**config.mk**
```make
export PLATFORM = sky130hd
export DESIGN_NAME = rpd_top
export DESIGN_NICKNAME = d
export VERILOG_FILES = /design/src/verilog/rpd_pkg.sv /design/src/verilog/rpd_out_preset.sv /design/src/verilog/rpd_in_preset.sv /design/src/verilog/rpd_top.sv
export SDC_FILE = /design/constraint.sdc
export NUM_CORES = 1
export LEC_CHECK = 0
export ABC_AREA = 1
export BUFFER_PORTS_ARGS = -buffer_cell sky130_fd_sc_hd__buf_2
export CORE_ASPECT_RATIO = 0.8
export CORE_MARGIN = 3
export CORE_UTILIZATION = 45
export DETAILED_ROUTE_END_ITERATION = 16
export PLACE_DENSITY = 0.69
export SKIP_LAST_GASP = 1
export SYNTH_ARGS = -nofsm -noshare
export SYNTH_HDL_FRONTEND = slang
export SYNTH_SLANG_ARGS = --single-unit
```
**constraint.sdc**
```tcl
create_clock -name CLK -period 3.4 [get_ports CLK]
set_input_delay 0.85 -clock CLK [delete_from_list [all_inputs] [get_ports CLK]]
set_output_delay 0.85 -clock CLK [all_outputs]
set_load 0.02 [all_outputs]
```
**src/verilog/rpd_pkg.sv**
```systemverilog
package rpd_pkg;
    localparam int NW = 8;
    localparam int MW = 20;
    localparam int FW = 21;
    localparam int PW = 4;
    localparam int IW = 6;
    localparam logic [3:0] SEL_ALL_ONES = 4'hF;
    localparam logic [3:0] Y_FIRST_FIVE = 4'hB;
    localparam logic [PW-1:0] DIV_LO_SIX = 4'h6;
    localparam logic [PW-1:0] DIV_LO_FIVE = 4'h5;
    localparam logic [PW-1:0] DIV_HI_ONE = 4'h1;
    localparam logic [PW-1:0] SECOND_DIV_RESET = 4'h1;
    localparam logic [IW-1:0] IN_DIV_MIN = 6'h01;
    localparam logic [IW-1:0] IN_DIV_MAX = 6'h3F;
    localparam logic [IW-1:0] SDM_MIN_INT = 6'h04;
    localparam logic [1:0] XTAL_49152 = 2'h0;
    localparam logic [1:0] XTAL_49860 = 2'h1;
    localparam logic [1:0] XTAL_50000 = 2'h2;
    localparam logic [1:0] XTAL_52000 = 2'h3;
    localparam logic [1:0] RATIO_1 = 2'h0;
    localparam logic [1:0] RATIO_2 = 2'h1;
    localparam logic [1:0] RATIO_4 = 2'h2;
    localparam logic [15:0] PRBS_SEED = 16'hACE1;
    localparam logic [MW-1:0] PRESET_MOD_RESET = 20'h00001;
endpackage

```
**src/verilog/rpd_out_preset.sv**
```systemverilog
`timescale 1ns/1ns
`default_nettype none
module rpd_out_preset
    import rpd_pkg::*;
(
    input wire logic [3:0] sel, // Output rate select strap
    output logic [NW-1:0] n_int, // Feedback integer part
    output logic [MW-1:0] n_mod, // Feedback modulus
    output logic [MW-1:0] n_frac, // Feedback fraction
    output logic [PW-1:0] div_lo, // First output low divider
    output logic [PW-1:0] div_hi // First output high divider
);
    logic [47:0] row;
    always_comb begin
        unique case (sel)
            4'h0: row = {8'd143, 20'd520000, 20'd289600};
            4'h1: row = {8'd144, 20'd520000, 20'd120000};
            4'h2: row = {8'd144, 20'd308100, 20'd236736};
            4'h3: row = {8'd148, 20'd520000, 20'd22400};
            4'h4: row = {8'd148, 20'd465920, 20'd343840};
            4'h5: row = {8'd151, 20'd520000, 20'd370625};
            4'h6: row = {8'd152, 20'd465920, 20'd163160};
            4'h7: row = {8'd153, 20'd465920, 20'd377856};
            4'h8: row = {8'd154, 20'd328640, 20'd151168};
            4'h9: row = {8'd154, 20'd460096, 20'd245216};
            4'hA: row = {8'd155, 20'd490880, 20'd56192};
            4'hB: row = {8'd133, 20'd328640, 20'd119005};
            4'hC: row = {8'd133, 20'd470080, 20'd433856};
            4'hD: row = {8'd135, 20'd349440, 20'd159975};
            4'hE: row = {8'd136, 20'd394368, 20'd11577};
            4'hF: row = {8'd149, 20'd520000, 20'd280000};
        endcase
    end
    assign n_int = row[47:40];
    assign n_mod = row[39:20];
    assign n_frac = row[19:0];
    assign div_lo = (sel < Y_FIRST_FIVE) ? DIV_LO_SIX : DIV_LO_FIVE;
    assign div_hi = DIV_HI_ONE;
endmodule // rpd_out_preset
`default_nettype wire

```
**src/verilog/rpd_in_preset.sv**
```systemverilog
`timescale 1ns/1ns
`default_nettype none
module rpd_in_preset
    import rpd_pkg::*;
(
    input wire logic [3:0] sel, // Reference rate select strap
    output logic [IW-1:0] n_int, // Input divider integer part
    output logic [MW-1:0] n_mod, // Input modulator modulus
    output logic signed [FW-1:0] n_frac // Input modulator signed fraction
);
    logic [46:0] row;
    always_comb begin
        unique case (sel)
            4'h0: row = {6'd23, 20'd130000, 21'sd110800};
            4'h1: row = {6'd24, 20'd130000, -21'sd120000};
            4'h2: row = {6'd24, 20'd154050, -21'sd114594};
            4'h3: row = {6'd24, 20'd130000, 21'sd45200};
            4'h4: row = {6'd24, 20'd166400, 21'sd96400};
            4'h5: row = {6'd25, 20'd104000, -21'sd44625};
            4'h6: row = {6'd25, 20'd198016, -21'sd42891};
            4'h7: row = {6'd25, 20'd154700, 21'sd41820};
            4'h8: row = {6'd25, 20'd154050, 21'sd74970};
            4'h9: row = {6'd25, 20'd182000, 21'sd93000};
            4'hA: row = {6'd25, 20'd153400, 21'sd108120};
            4'hB: row = {6'd26, 20'd197184, 21'sd67998};
            4'hC: row = {6'd26, 20'd146900, 21'sd83612};
            4'hD: row = {6'd27, 20'd198016, -21'sd161755};
            4'hE: row = {6'd27, 20'd197184, -21'sd115995};
            4'hF: row = {6'd1, 20'd1, 21'sd0};
        endcase
    end
    assign n_int = row[46:41];
    assign n_mod = row[40:21];
    assign n_frac = row[20:0];
endmodule // rpd_in_preset
`default_nettype wire

```
**src/verilog/rpd_top.sv**
```systemverilog
`timescale 1ns/1ns
`default_nettype none
//Contract
// - Output select pins decode feedback and first-output presets.
// - Sixteen-entry table; codes 0-10 use 6/1, else 5/1.
// - Second output divider resets to one, host-changed only.
// - Either reference select all ones enters slow mode.
// - Straps alone set all dividers but the second output one without host.
// - Strap values are defaults; host writes override.
// - Slow mode two-bit crystal frequency select.
// - Slow mode input ratios 1, 2, 4 only.
// - Output dividers stay programmable in slow mode.
// - Integer input divider per reference, 1 to 63.
// - Optional second-order modulator per input divider.
// - Divide N plus half plus F over 2M.
// - Modulator enabled needs integer part at least four.
// - Dither on after reset, stops on disable bit.
// - Slow mode disables both input modulators.
// - Grounded pin reads zero, open pin reads one.
// - Each reference's pins set its own presets.
module rpd_top
    import rpd_pkg::*;
(
    input wire logic CLK, // System clock
    input wire logic RESETN, // Asynchronous reset, active low
    input wire logic [3:0] A_SEL, // First reference rate strap
    input wire logic [3:0] B_SEL, // Second reference rate strap
    input wire logic [3:0] Y_SEL, // Output rate strap
    input wire logic WR_OUT_FB, // Write feedback divider set
    input wire logic [rpd_pkg::NW-1:0] WR_FB_INT, // Feedback integer value
    input wire logic [rpd_pkg::MW-1:0] WR_FB_MOD, // Feedback modulus value
    input wire logic [rpd_pkg::MW-1:0] WR_FB_FRAC, // Feedback fraction value
    input wire logic WR_OUT_DIV, // Write output dividers
    input wire logic [rpd_pkg::PW-1:0] WR_DIV_LO, // First output low divider
    input wire logic [rpd_pkg::PW-1:0] WR_DIV_HI, // First output high divider
    input wire logic [rpd_pkg::PW-1:0] WR_DIV_2, // Second output divider
    input wire logic WR_IN_A, // Write first reference divider set
    input wire logic WR_IN_B, // Write second reference divider set
    input wire logic [rpd_pkg::IW-1:0] WR_IN_INT, // Input integer value
    input wire logic [rpd_pkg::MW-1:0] WR_IN_MOD, // Input modulus value
    input wire logic signed [rpd_pkg::FW-1:0] WR_IN_FRAC, // Input signed fraction
    input wire logic WR_IN_SDM_EN, // Input modulator enable value
    input wire logic WR_CFG, // Write mode configuration
    input wire logic [1:0] WR_XTAL_SEL, // Crystal select value
    input wire logic [1:0] WR_RATIO_SEL, // Slow mode ratio value
    input wire logic WR_DITHER_OFF, // Dither disable value
    output logic SLOW_MODE, // Reference-rate special mode active
    output logic [rpd_pkg::NW-1:0] FB_INT, // Feedback integer part
    output logic [rpd_pkg::MW-1:0] FB_MOD, // Feedback modulus
    output logic [rpd_pkg::MW-1:0] FB_FRAC, // Feedback fraction
    output logic [rpd_pkg::PW-1:0] DIV_LO, // First output low divider
    output logic [rpd_pkg::PW-1:0] DIV_HI, // First output high divider
    output logic [rpd_pkg::PW-1:0] DIV_2, // Second output divider
    output logic [1:0] XTAL_SEL, // Assumed crystal select
    output logic [rpd_pkg::IW-1:0] A_INT, // First reference integer ratio
    output logic [rpd_pkg::MW-1:0] A_MOD, // First reference modulus
    output logic signed [rpd_pkg::FW-1:0] A_FRAC, // First reference fraction
    output logic A_SDM_ON, // First reference modulator active
    output logic [rpd_pkg::IW-1:0] B_INT, // Second reference integer ratio
    output logic [rpd_pkg::MW-1:0] B_MOD, // Second reference modulus
    output logic signed [rpd_pkg::FW-1:0] B_FRAC, // Second reference fraction
    output logic B_SDM_ON, // Second reference modulator active
    output logic A_DIV_PULSE, // First reference divider step
    output logic B_DIV_PULSE, // Second reference divider step
    output logic DITHER_ON, // Dither active
    output logic DITHER_BIT // Dither sequence bit
);
    import rpd_pkg::*;

    typedef enum logic [1:0] {
        RPD_LOAD = 2'b01,
        RPD_RUN = 2'b10
    } rpd_state_t;

    function automatic logic [IW-1:0] ratio_value(input logic [1:0] code);
        case (code)
            RATIO_2: ratio_value = 6'h02;
            RATIO_4: ratio_value = 6'h04;
            default: ratio_value = 6'h01;
        endcase
    endfunction

    function automatic logic [IW-1:0] clamp_int(input logic [IW-1:0] v, input logic sdm);
        logic [IW-1:0] lo;
        lo = sdm ? SDM_MIN_INT : IN_DIV_MIN;
        clamp_int = (v < lo) ? lo : v;
    endfunction

    function automatic logic signed [FW-1:0] clamp_frac(input logic signed [FW-1:0] f, input logic [MW-1:0] m);
        logic signed [FW:0] lim;
        lim = $signed({2'b00, m}) - 22'sd1;
        if ($signed({f[FW-1], f}) > lim)
            clamp_frac = lim[FW-1:0];
        else if ($signed({f[FW-1], f}) < -lim)
            clamp_frac = -lim[FW-1:0];
        else
            clamp_frac = f;
    endfunction

    rpd_state_t state_r, state_nxt;
    logic [NW-1:0] yp_int;
    logic [MW-1:0] yp_mod, yp_frac;
    logic [PW-1:0] yp_lo, yp_hi;
    logic [IW-1:0] ap_int, bp_int;
    logic [MW-1:0] ap_mod, bp_mod;
    logic signed [FW-1:0] ap_frac, bp_frac;

    rpd_out_preset u_out (
        .sel(Y_SEL),
        .n_int(yp_int),
        .n_mod(yp_mod),
        .n_frac(yp_frac),
        .div_lo(yp_lo),
        .div_hi(yp_hi)
    );
    rpd_in_preset u_ina (
        .sel(A_SEL),
        .n_int(ap_int),
        .n_mod(ap_mod),
        .n_frac(ap_frac)
    );
    rpd_in_preset u_inb (
        .sel(B_SEL),
        .n_int(bp_int),
        .n_mod(bp_mod),
        .n_frac(bp_frac)
    );

    wire slow_w = (A_SEL == SEL_ALL_ONES) || (B_SEL == SEL_ALL_ONES);
    wire loading = (state_r == RPD_LOAD);
    logic [1:0] ratio_r;
    logic a_sdm_r, b_sdm_r;
    logic [IW-1:0] a_int_r, b_int_r;
    wire [IW-1:0] slow_ratio = ratio_value(ratio_r);
    wire [IW-1:0] wr_in_int_c = clamp_int(WR_IN_INT, WR_IN_SDM_EN);
    wire signed [FW-1:0] wr_in_frac_c = clamp_frac(WR_IN_FRAC, WR_IN_MOD);
    wire [IW-1:0] a_eff = slow_w ? slow_ratio : a_int_r;
    wire [IW-1:0] b_eff = slow_w ? slow_ratio : b_int_r;

    assign state_nxt = RPD_RUN;
    always_ff @(posedge CLK or negedge RESETN) begin
        if (!RESETN)
            state_r <= RPD_LOAD;
        else
            state_r <= state_nxt;
    end

    // Straps are captured in the first clocked cycle after reset, never by the reset itself.
    always_ff @(posedge CLK or negedge RESETN) begin
        if (!RESETN) begin
            FB_INT <= '0;
            FB_MOD <= PRESET_MOD_RESET;
            FB_FRAC <= '0;
            DIV_LO <= DIV_HI_ONE;
            DIV_HI <= DIV_HI_ONE;
            DIV_2 <= SECOND_DIV_RESET;
        end else if (loading) begin
            FB_INT <= yp_int;
            FB_MOD <= yp_mod;
            FB_FRAC <= yp_frac;
            DIV_LO <= yp_lo;
            DIV_HI <= yp_hi;
        end else begin
            if (WR_OUT_FB) begin
                FB_INT <= WR_FB_INT;
                FB_MOD <= WR_FB_MOD;
                FB_FRAC <= WR_FB_FRAC;
            end
            if (WR_OUT_DIV) begin
                DIV_LO <= WR_DIV_LO;
                DIV_HI <= WR_DIV_HI;
                DIV_2 <= WR_DIV_2;
            end
        end
    end

    always_ff @(posedge CLK or negedge RESETN) begin
        if (!RESETN) begin
            a_int_r <= IN_DIV_MIN;
            A_MOD <= PRESET_MOD_RESET;
            A_FRAC <= '0;
            a_sdm_r <= 1'b0;
        end else if (loading) begin
            a_int_r <= ap_int;
            A_MOD <= ap_mod;
            A_FRAC <= ap_frac;
            a_sdm_r <= 1'b1;
        end else if (WR_IN_A) begin
            a_int_r <= wr_in_int_c;
            A_MOD <= WR_IN_MOD;
            A_FRAC <= wr_in_frac_c;
            a_sdm_r <= WR_IN_SDM_EN;
        end
    end

    always_ff @(posedge CLK or negedge RESETN) begin
        if (!RESETN) begin
            b_int_r <= IN_DIV_MIN;
            B_MOD <= PRESET_MOD_RESET;
            B_FRAC <= '0;
            b_sdm_r <= 1'b0;
        end else if (loading) begin
            b_int_r <= bp_int;
            B_MOD <= bp_mod;
            B_FRAC <= bp_frac;
            b_sdm_r <= 1'b1;
        end else if (WR_IN_B) begin
            b_int_r <= wr_in_int_c;
            B_MOD <= WR_IN_MOD;
            B_FRAC <= wr_in_frac_c;
            b_sdm_r <= WR_IN_SDM_EN;
        end
    end

    always_ff @(posedge CLK or negedge RESETN) begin
        if (!RESETN) begin
            XTAL_SEL <= XTAL_49152;
            ratio_r <= RATIO_1;
            DITHER_ON <= 1'b1;
        end else if (WR_CFG) begin
            XTAL_SEL <= WR_XTAL_SEL;
            ratio_r <= (WR_RATIO_SEL == RATIO_2 || WR_RATIO_SEL == RATIO_4) ? WR_RATIO_SEL : RATIO_1;
            DITHER_ON <= !WR_DITHER_OFF;
        end
    end

    always_ff @(posedge CLK or negedge RESETN) begin
        if (!RESETN) begin
            SLOW_MODE <= 1'b0;
            A_INT <= IN_DIV_MIN;
            B_INT <= IN_DIV_MIN;
            A_SDM_ON <= 1'b0;
            B_SDM_ON <= 1'b0;
        end else begin
            SLOW_MODE <= slow_w;
            A_INT <= a_eff;
            B_INT <= b_eff;
            A_SDM_ON <= a_sdm_r && !slow_w && (a_int_r >= SDM_MIN_INT);
            B_SDM_ON <= b_sdm_r && !slow_w && (b_int_r >= SDM_MIN_INT);
        end
    end

    // Integer dividers; pulses are clock enables counting system cycles as the reference model.
    logic [IW-1:0] a_cnt_r, b_cnt_r;
    always_ff @(posedge CLK or negedge RESETN) begin
        if (!RESETN) begin
            a_cnt_r <= '0;
            b_cnt_r <= '0;
            A_DIV_PULSE <= 1'b0;
            B_DIV_PULSE <= 1'b0;
        end else begin
            A_DIV_PULSE <= (a_cnt_r + 6'h01 >= A_INT);
            B_DIV_PULSE <= (b_cnt_r + 6'h01 >= B_INT);
            a_cnt_r <= (a_cnt_r + 6'h01 >= A_INT) ? 6'h00 : a_cnt_r + 6'h01;
            b_cnt_r <= (b_cnt_r + 6'h01 >= B_INT) ? 6'h00 : b_cnt_r + 6'h01;
        end
    end

    // Sixteen-bit LFSR; it freezes when dithering is off so the modulator sees a constant.
    logic [15:0] lfsr_r;
    always_ff @(posedge CLK or negedge RESETN) begin
        if (!RESETN) begin
            lfsr_r <= PRBS_SEED;
            DITHER_BIT <= 1'b0;
        end else begin
            if (DITHER_ON)
                lfsr_r <= {lfsr_r[14:0], lfsr_r[15] ^ lfsr_r[13] ^ lfsr_r[12] ^ lfsr_r[10]};
            DITHER_BIT <= DITHER_ON && lfsr_r[15];
        end
    end
endmodule // rpd_top
`default_nettype wire

```
==> results.txt, run 1 <==
total of warnings raised by yosys: 0
Least-Margin Pin Slew: 0.899 ns
top cell type's share of synthesized area: 35.2%
gr busiest metal: met2
Clk Latency, worst-skew pair: 0.50 ns
number of max-cap violations: 0
utilization after layout: 64.7%
grt total ovfl: 0
CP startpoint: WR_IN_MOD[0]
synthesized cell area: 13400 um2
pwr/cell area: 430 nW/um2
FF+latch count, synth: 209
R2R depth: 8
fmax: 251 MHz
initial core utilization: 46.6%
Setup CP Type: in -> reg
ys async rst share: 100%
Final Skew: 0.00995 ns
Leak Pwr: 9.49 nW
peak supply drop: 0.283 mV
most frequent cells in the layout: nand2_1, buf_2, buf_4, dfrtp_1, inv_1
clock buffer depth: 3
PortBufs: 294
Final WS setup: -0.589 ns
fin crit share: 117%
failing checks: negative setup slack
fraction of layout instances using a drive strength above 1: 33.9%
flop2flop setup slack: 0.97 ns
Cells after Synth: 1839
initial antenna violation count: 4
met3 usage: 12.3%
Crit. End Element: flop
RePlAce Congestion: 1.10
area grow syn2layout: 38.9%
CTS root buffer: clkbuf_16
TritonCTS buffer count: 21
Rel. slew slack: 40.0%
CP arrival: 4.41 ns
die area: 32000 um2
NumNets Final: 2539
Hold Worst Slack: 0.370 ns
Yosys top cell by area: dfrtp_1
status: finished, violations left
reg2reg end: FB_MOD[17]
global-route usage over all layers: 32.6%
worst path required time: 3.82 ns
Seq/Total Area, Yosys: 39.1%
Worst-path clk slew: 0.06 ns
largest net degree at the start of global routing: 80
Final Critical Period: 3.99 ns
Post-DP HPWL: 41300 um
number of routed nets with antenna violations: 0
WL/cell: 20.2 um
GR Util met2: 48.0%
hold crit path type: in -> async
CP Max Fanout: 6
Top cell by count, worst path: nor2_4
core area: 28800 um2
most common cell after layout, fill and taps aside: nand2_1
DR vias/cell: 5.60
RSZ-0062 raised after global routing: yes
FP Rows: 55
M1 GR Usage: 45.6%
Routed Wire Length: 54700 um
Ports: 295
Critical Path End: A_FRAC[10]
clk sinks: 209
Die H: 160 um
Synth cell types: 56
Final setup violation count: 42
Startpoint Class: input pin
Final Max Tran Viols: 0
EDFF count, synth: 0
Post-synth top flop: dfrtp_1
TritonCTS clock tree: built
post-synthesis net count: 2052
Fin. Hold Viols: 0
H-tree levels: 1
first-pass GRT wire length: 81600 um
CP max-delay cell: ha_4
Reg2Reg Launch Point: state_r[0]
largest cells by area after synthesis: dfrtp_1, nand2_1, ha_1, nor2_1, o21ai_0
die width: 199 um
vias in the first global route: 14.5k
hold buffers post-CTS: 0
drt first pass iters: 6
Via Count: 15.2k
DRC Markers: 0
Critical Path Max Stage Delay: 0.27 ns
initial drt markers: 1527
Avg Inst Size Synth: 7.30 um2
## critical path: cells and delay by family
family	cells	cell delay, ns
compound gates	1	0.14
fa+ha+maj	2	0.45
buf+inv	7	0.66
simple gates	19	2.26
## power breakdown
group	leakage (nW)	internal, mW	total [mW]	switching, mW
sequential	2.51	2.82	3.07	0.257
combinational	6.65	0.948	2.56	1.61
clock	0.327	1.40	2.38	0.984
## flip-flops by register name, summed over array words and instances (netlist names), 4 cells and up
register and count:
DIV_LO 4, b_cnt_r 6, a_cnt_r 6, a_int_r 6
B_FRAC 21, lfsr_r 16, A_INT 6, FB_FRAC 20
DIV_HI 4, b_int_r 6, B_MOD 20, B_INT 6
A_MOD 20, DIV_2 4, FB_INT 8, FB_MOD 20
A_FRAC 21
## cells by family (layout without fill, tap and decap cells)
logic type / after synthesis / in the layout / synth area share, %
other: 2 / 5 / 0.0559
buffers and inverters: 269 / 770 / 7.73
AND/OR/NAND/NOR: 880 / 880 / 27.8
AO/OA/AOI/OAI: 380 / 380 / 16.4
adder cells (fa/ha/maj): 81 / 81 / 7.55
flip-flops: 209 / 209 / 39.1
XOR/XNOR: 18 / 18 / 1.31
## stage by stage
stage / cells / setup WS, ns / setup TNS, ns / instance area (um2) / power (mW)
floorplan: 1839 / -0.410 / -16.37 / 13500 / 4.41
CTS: 2693 / -0.326 / -11.35 / 18000 / 7.92
finish: 2713 / -0.589 / -22.62 / 18600 / 8.02
detailed placement: 2610 / -1.20 / -46.00 / 16600 / 5.44
global route: 2713 / -0.764 / -29.81 / 18600 / 8.43
global placement: 2610 / -1.19 / -45.93 / 16600 / 5.39
## how the worst min path moves through the flow
stage	to	slack, ns	cells past startpoint
6_report	DIV_2[3]	0.37	1
4_1_cts	DIV_2[3]	0.40	1
3_3_place_gp	DIV_2[3]	0.45	2
5_1_grt	DIV_2[2]	0.40	1
2_1_floorplan	lfsr_r[1]	0.44	2
3_5_place_dp	XTAL_SEL[1]	0.45	2
## repair_timing
action / in CTS / in global routing
endpoints found under the setup margin: 42 / 42
resized for setup: 116 / 115
pin swaps: 26 / 49
setup buffers: 44 / 17
cloned: 2 / 1
## metal layers
| layer | wire, um | vias up |
|---|---|---|
| met4 | 1650 | 2 |
| met2 | 22900 | 860 |
| li1 | - | 7083 |
| met1 | 22600 | 7127 |
| met5 | 72 | - |
| met3 | 7420 | 122 |
## layout make-up
| type | instances | area, um2 |
|---|---|---|
| fillers | 2550 | 10200 |
| multi-input cells | 1361 | 7940 |
| flip-flops and latches | 209 | 5260 |
| repair buffers | 540 | 3540 |
| inverters | 192 | 758 |
| clock buffers | 31 | 573 |
| well taps | 370 | 463 |
| clock inverters | 6 | 111 |
| diodes | 3 | 7.51 |
| repair inverters | 1 | 3.75 |
## synthesized netlist by cell type (all sizes together) (3+ instances only)
master  number
o22ai        5
nor4         4
a21oi      110
dfstp       20
a21boi       5
a22oi        4
nand4       24
xnor2        5
o211ai      17
nor2       215
xor2        13
dfrtp      189
a31oi       25
nand3      129
clkinv       3
a211oi       4
nand3b       4
a221oi       4
o21ai      159
nand2      478
inv        189
ha          81
o221ai      17
o31ai        7
buf         18
nor3        23
a22o         5
o21a         7
clkbuf      59
(Power assumes the default switching activity.)
==> run 2, diff against run 1 <==
Settings changed: ABC_AREA 1 to not set.
==> run 2 against run 1 <==
Against the previous run:
- the flow still finishes with violations (negative setup slack)
- combinational power up 13%
- register-to-register slack better by 0.10 ns
- non-clock buffer count up 17
- maximum frequency down 8.1%
- critical path depth down 8
- clock-buffer cell count up 7
==> results.txt, run 2 <==
CP arrival: 4.70 ns
fraction of layout instances using a drive strength above 1: 37.7%
ys async rst share: 100%
clock buffer depth: 3
EDFF count, synth: 0
Ports: 295
Final Skew: 0.00838 ns
Crit. End Element: flop
Least-Margin Pin Slew: 1.08 ns
worst path required time: 3.76 ns
Yosys top cell by area: dfrtp_1
CP max-delay cell: nor3_2
Crit path max-delay family: compound AO/OA/AOI/OAI gates
Avg Inst Size Synth: 9.06 um2
area grow syn2layout: 37.3%
CP Max Fanout: 6
Rel. slew slack: 27.4%
global-route usage over all layers: 31.9%
Power Total: 8.53 mW
FP Rows: 57
Clk Latency, worst-skew pair: 0.52 ns
Synth cell types: 81
Die H: 164 um
most common cell after layout, fill and taps aside: buf_2
peak supply drop: 0.370 mV
fin crit share: 128%
synth cell count leaders: dfrtp_1, nand2_1, mux2i_1
Clk pwr share: 27.6%
clk sinks: 209
TritonCTS clock tree: built
P_int: 5.51 mW
Routed Wire Length: 55500 um
total of warnings raised by yosys: 0
Reg2Reg Launch Point: state_r[0]
Worst-path clk slew: 0.06 ns
Leak Pwr: 8.96 nW
hold crit path type: in -> async
Post-synth top flop: dfrtp_1
Comb pwr share: 33.9%
Top Registers: A_FRAC: 21 flops, B_FRAC: 21 flops
vias in the first global route: 13.8k
NumNets Final: 2222
post-synthesis net count: 1757
failing checks: negative setup slack
CP startpoint: WR_IN_MOD[1]
largest net degree at the start of global routing: 93
first-pass GRT wire length: 82200 um
Post-DP HPWL: 41900 um
Reg power frac: 38.5%
top-count cell post-synth: dfrtp_1
RePlAce Congestion: 1.01
DR vias/cell: 5.97
Fin. Hold Viols: 0
Via Count: 14.6k
net load switching power: 3.02 mW
H-tree levels: 1
synthesized cell area: 14000 um2
initial antenna violation count: 2
grt total ovfl: 0
Setup CP Type: in -> reg
flop2flop setup slack: 1.07 ns
drt first pass iters: 6
number of routed nets with antenna violations: 0
Cells after Synth: 1544
initial drt markers: 1704
Startpoint Class: input pin
die width: 203 um
top cell type's share of synthesized area: 33.8%
WL/cell: 22.7 um
Final setup violation count: 42
core area: 30500 um2
Final Critical Period: 4.34 ns
PortBufs: 294
# placed instances: 2345
crit path buf inv count: 5
fmax: 230 MHz
Final WS setup: -0.940 ns
pwr/cell area: 444 nW/um2
number of max-cap violations: 0
most frequent cells in the layout: buf_2, buf_4, dfrtp_1, nand2_1, mux2i_1
CTS root buffer: clkbuf_16
crit-path cells: buf_6 > inv_4 > ha_4 > buf_12 > o21bai_4 > a31o_4 > a21oi_4 > buf_6 > o211ai_1 > nor3_2 > xnor2_2 > ha_1 > nand2_1 > o21ai_2 > a21oi_2 > and3_4 > a21o_4 > buf_12 > mux2_4 > a31oi_4 > o211ai_1
Final Max Tran Viols: 0
Seq/Total Area, Yosys: 37.6%
largest cells by area after synthesis: dfrtp_1, mux2i_1, ha_1, dfstp_2, a21oi_1
initial core utilization: 45.8%
die area: 33300 um2
status: finished, violations left
FF+latch count, synth: 209
DRC Markers: 0
Sw Share: 35.4%
TritonCTS buffer count: 23
Critical Path Max Stage Delay: 0.36 ns
RSZ-0062 raised after global routing: yes
Non-Filler Instances: 2440
[run 2: kinds of logic (layout without fill, tap and decap cells)]
kind of cell / after synthesis / count (layout) / synth area share (%)
and+or+nand+nor: 460 / 460 / 16.9
AOI/OAI and AO/OA: 438 / 440 / 20.5
DFF: 209 / 209 / 37.6
buffers and inverters: 176 / 656 / 5.03
muxes: 134 / 134 / 9.97
adders and majority gates: 81 / 81 / 7.24
xor gates and xnor gates: 44 / 44 / 2.75
other: 2 / 3 / 0.0537
[run 2: cell type report]
type / count / area, um2
clock buffer: 38 / 672
sequential: 209 / 5260
inverter: 57 / 224
multi-input combinational: 1161 / 8830
timing repair buffer: 557 / 3690
tap: 413 / 517
antenna: 1 / 2.50
clock inverter: 4 / 23.8
fill: 2673 / 11300
[run 2: path summary, 6_finish.rpt]
kind,end,cells past startpoint
setup / recovery,A_FRAC[11],21
hold / removal,DIV_2[2],1
setup reg to reg,A_FRAC[9],7
hold reg to reg,A_INT[0],2
max in group asynchronous,lfsr_r[5],2
min in group CLK,A_INT[0],2
[run 2: through the flow]
stage / instance area [um2] / setup WS (ns) / TNS [ns] / utilization (%) / hold slack (ns)
floorplan: 14100 / -1.24 / -47.80 / - / 0.438
global placement: 17300 / -1.61 / -60.36 / 56.5 / 0.450
detailed placement: 17300 / -1.67 / -62.47 / 56.5 / 0.455
CTS: 18700 / -0.796 / -28.97 / 61.4 / 0.329
global route: 19200 / -1.01 / -39.20 / 63.0 / 0.334
finish: 19200 / -0.940 / -34.64 / 63.0 / 0.319
[run 2: timing repair]
action	CTS	global route
hold buffers	0	0
buffers inserted	30	18
setup endpoints to repair	42	42
cloned	4	1
pin swaps	58	50
resized for setup	99	71
[run 2: power groups by stage]
stage / Combinational, mW / Sequential, mW / Clock, mW
2_1_floorplan: 1.34 / 3.53 / 0
3_3_place_gp: 2.60 / 3.29 / 0
3_5_place_dp: 2.67 / 3.31 / 0
4_1_cts: 2.80 / 3.28 / 2.39
5_1_grt: 3.12 / 3.34 / 2.51
6_report: 2.89 / 3.29 / 2.36
[run 2: layer usage]
metal | part of all wire [%] | global-route usage, % | routed length [um]
met1 | 44 | 47.7 | 24500
met2 | 41 | 44.8 | 22900
met3 | 11 | 8.78 | 6180
met4 | 3.5 | 9.85 | 1920
met5 | 0.016 | 0 | 9
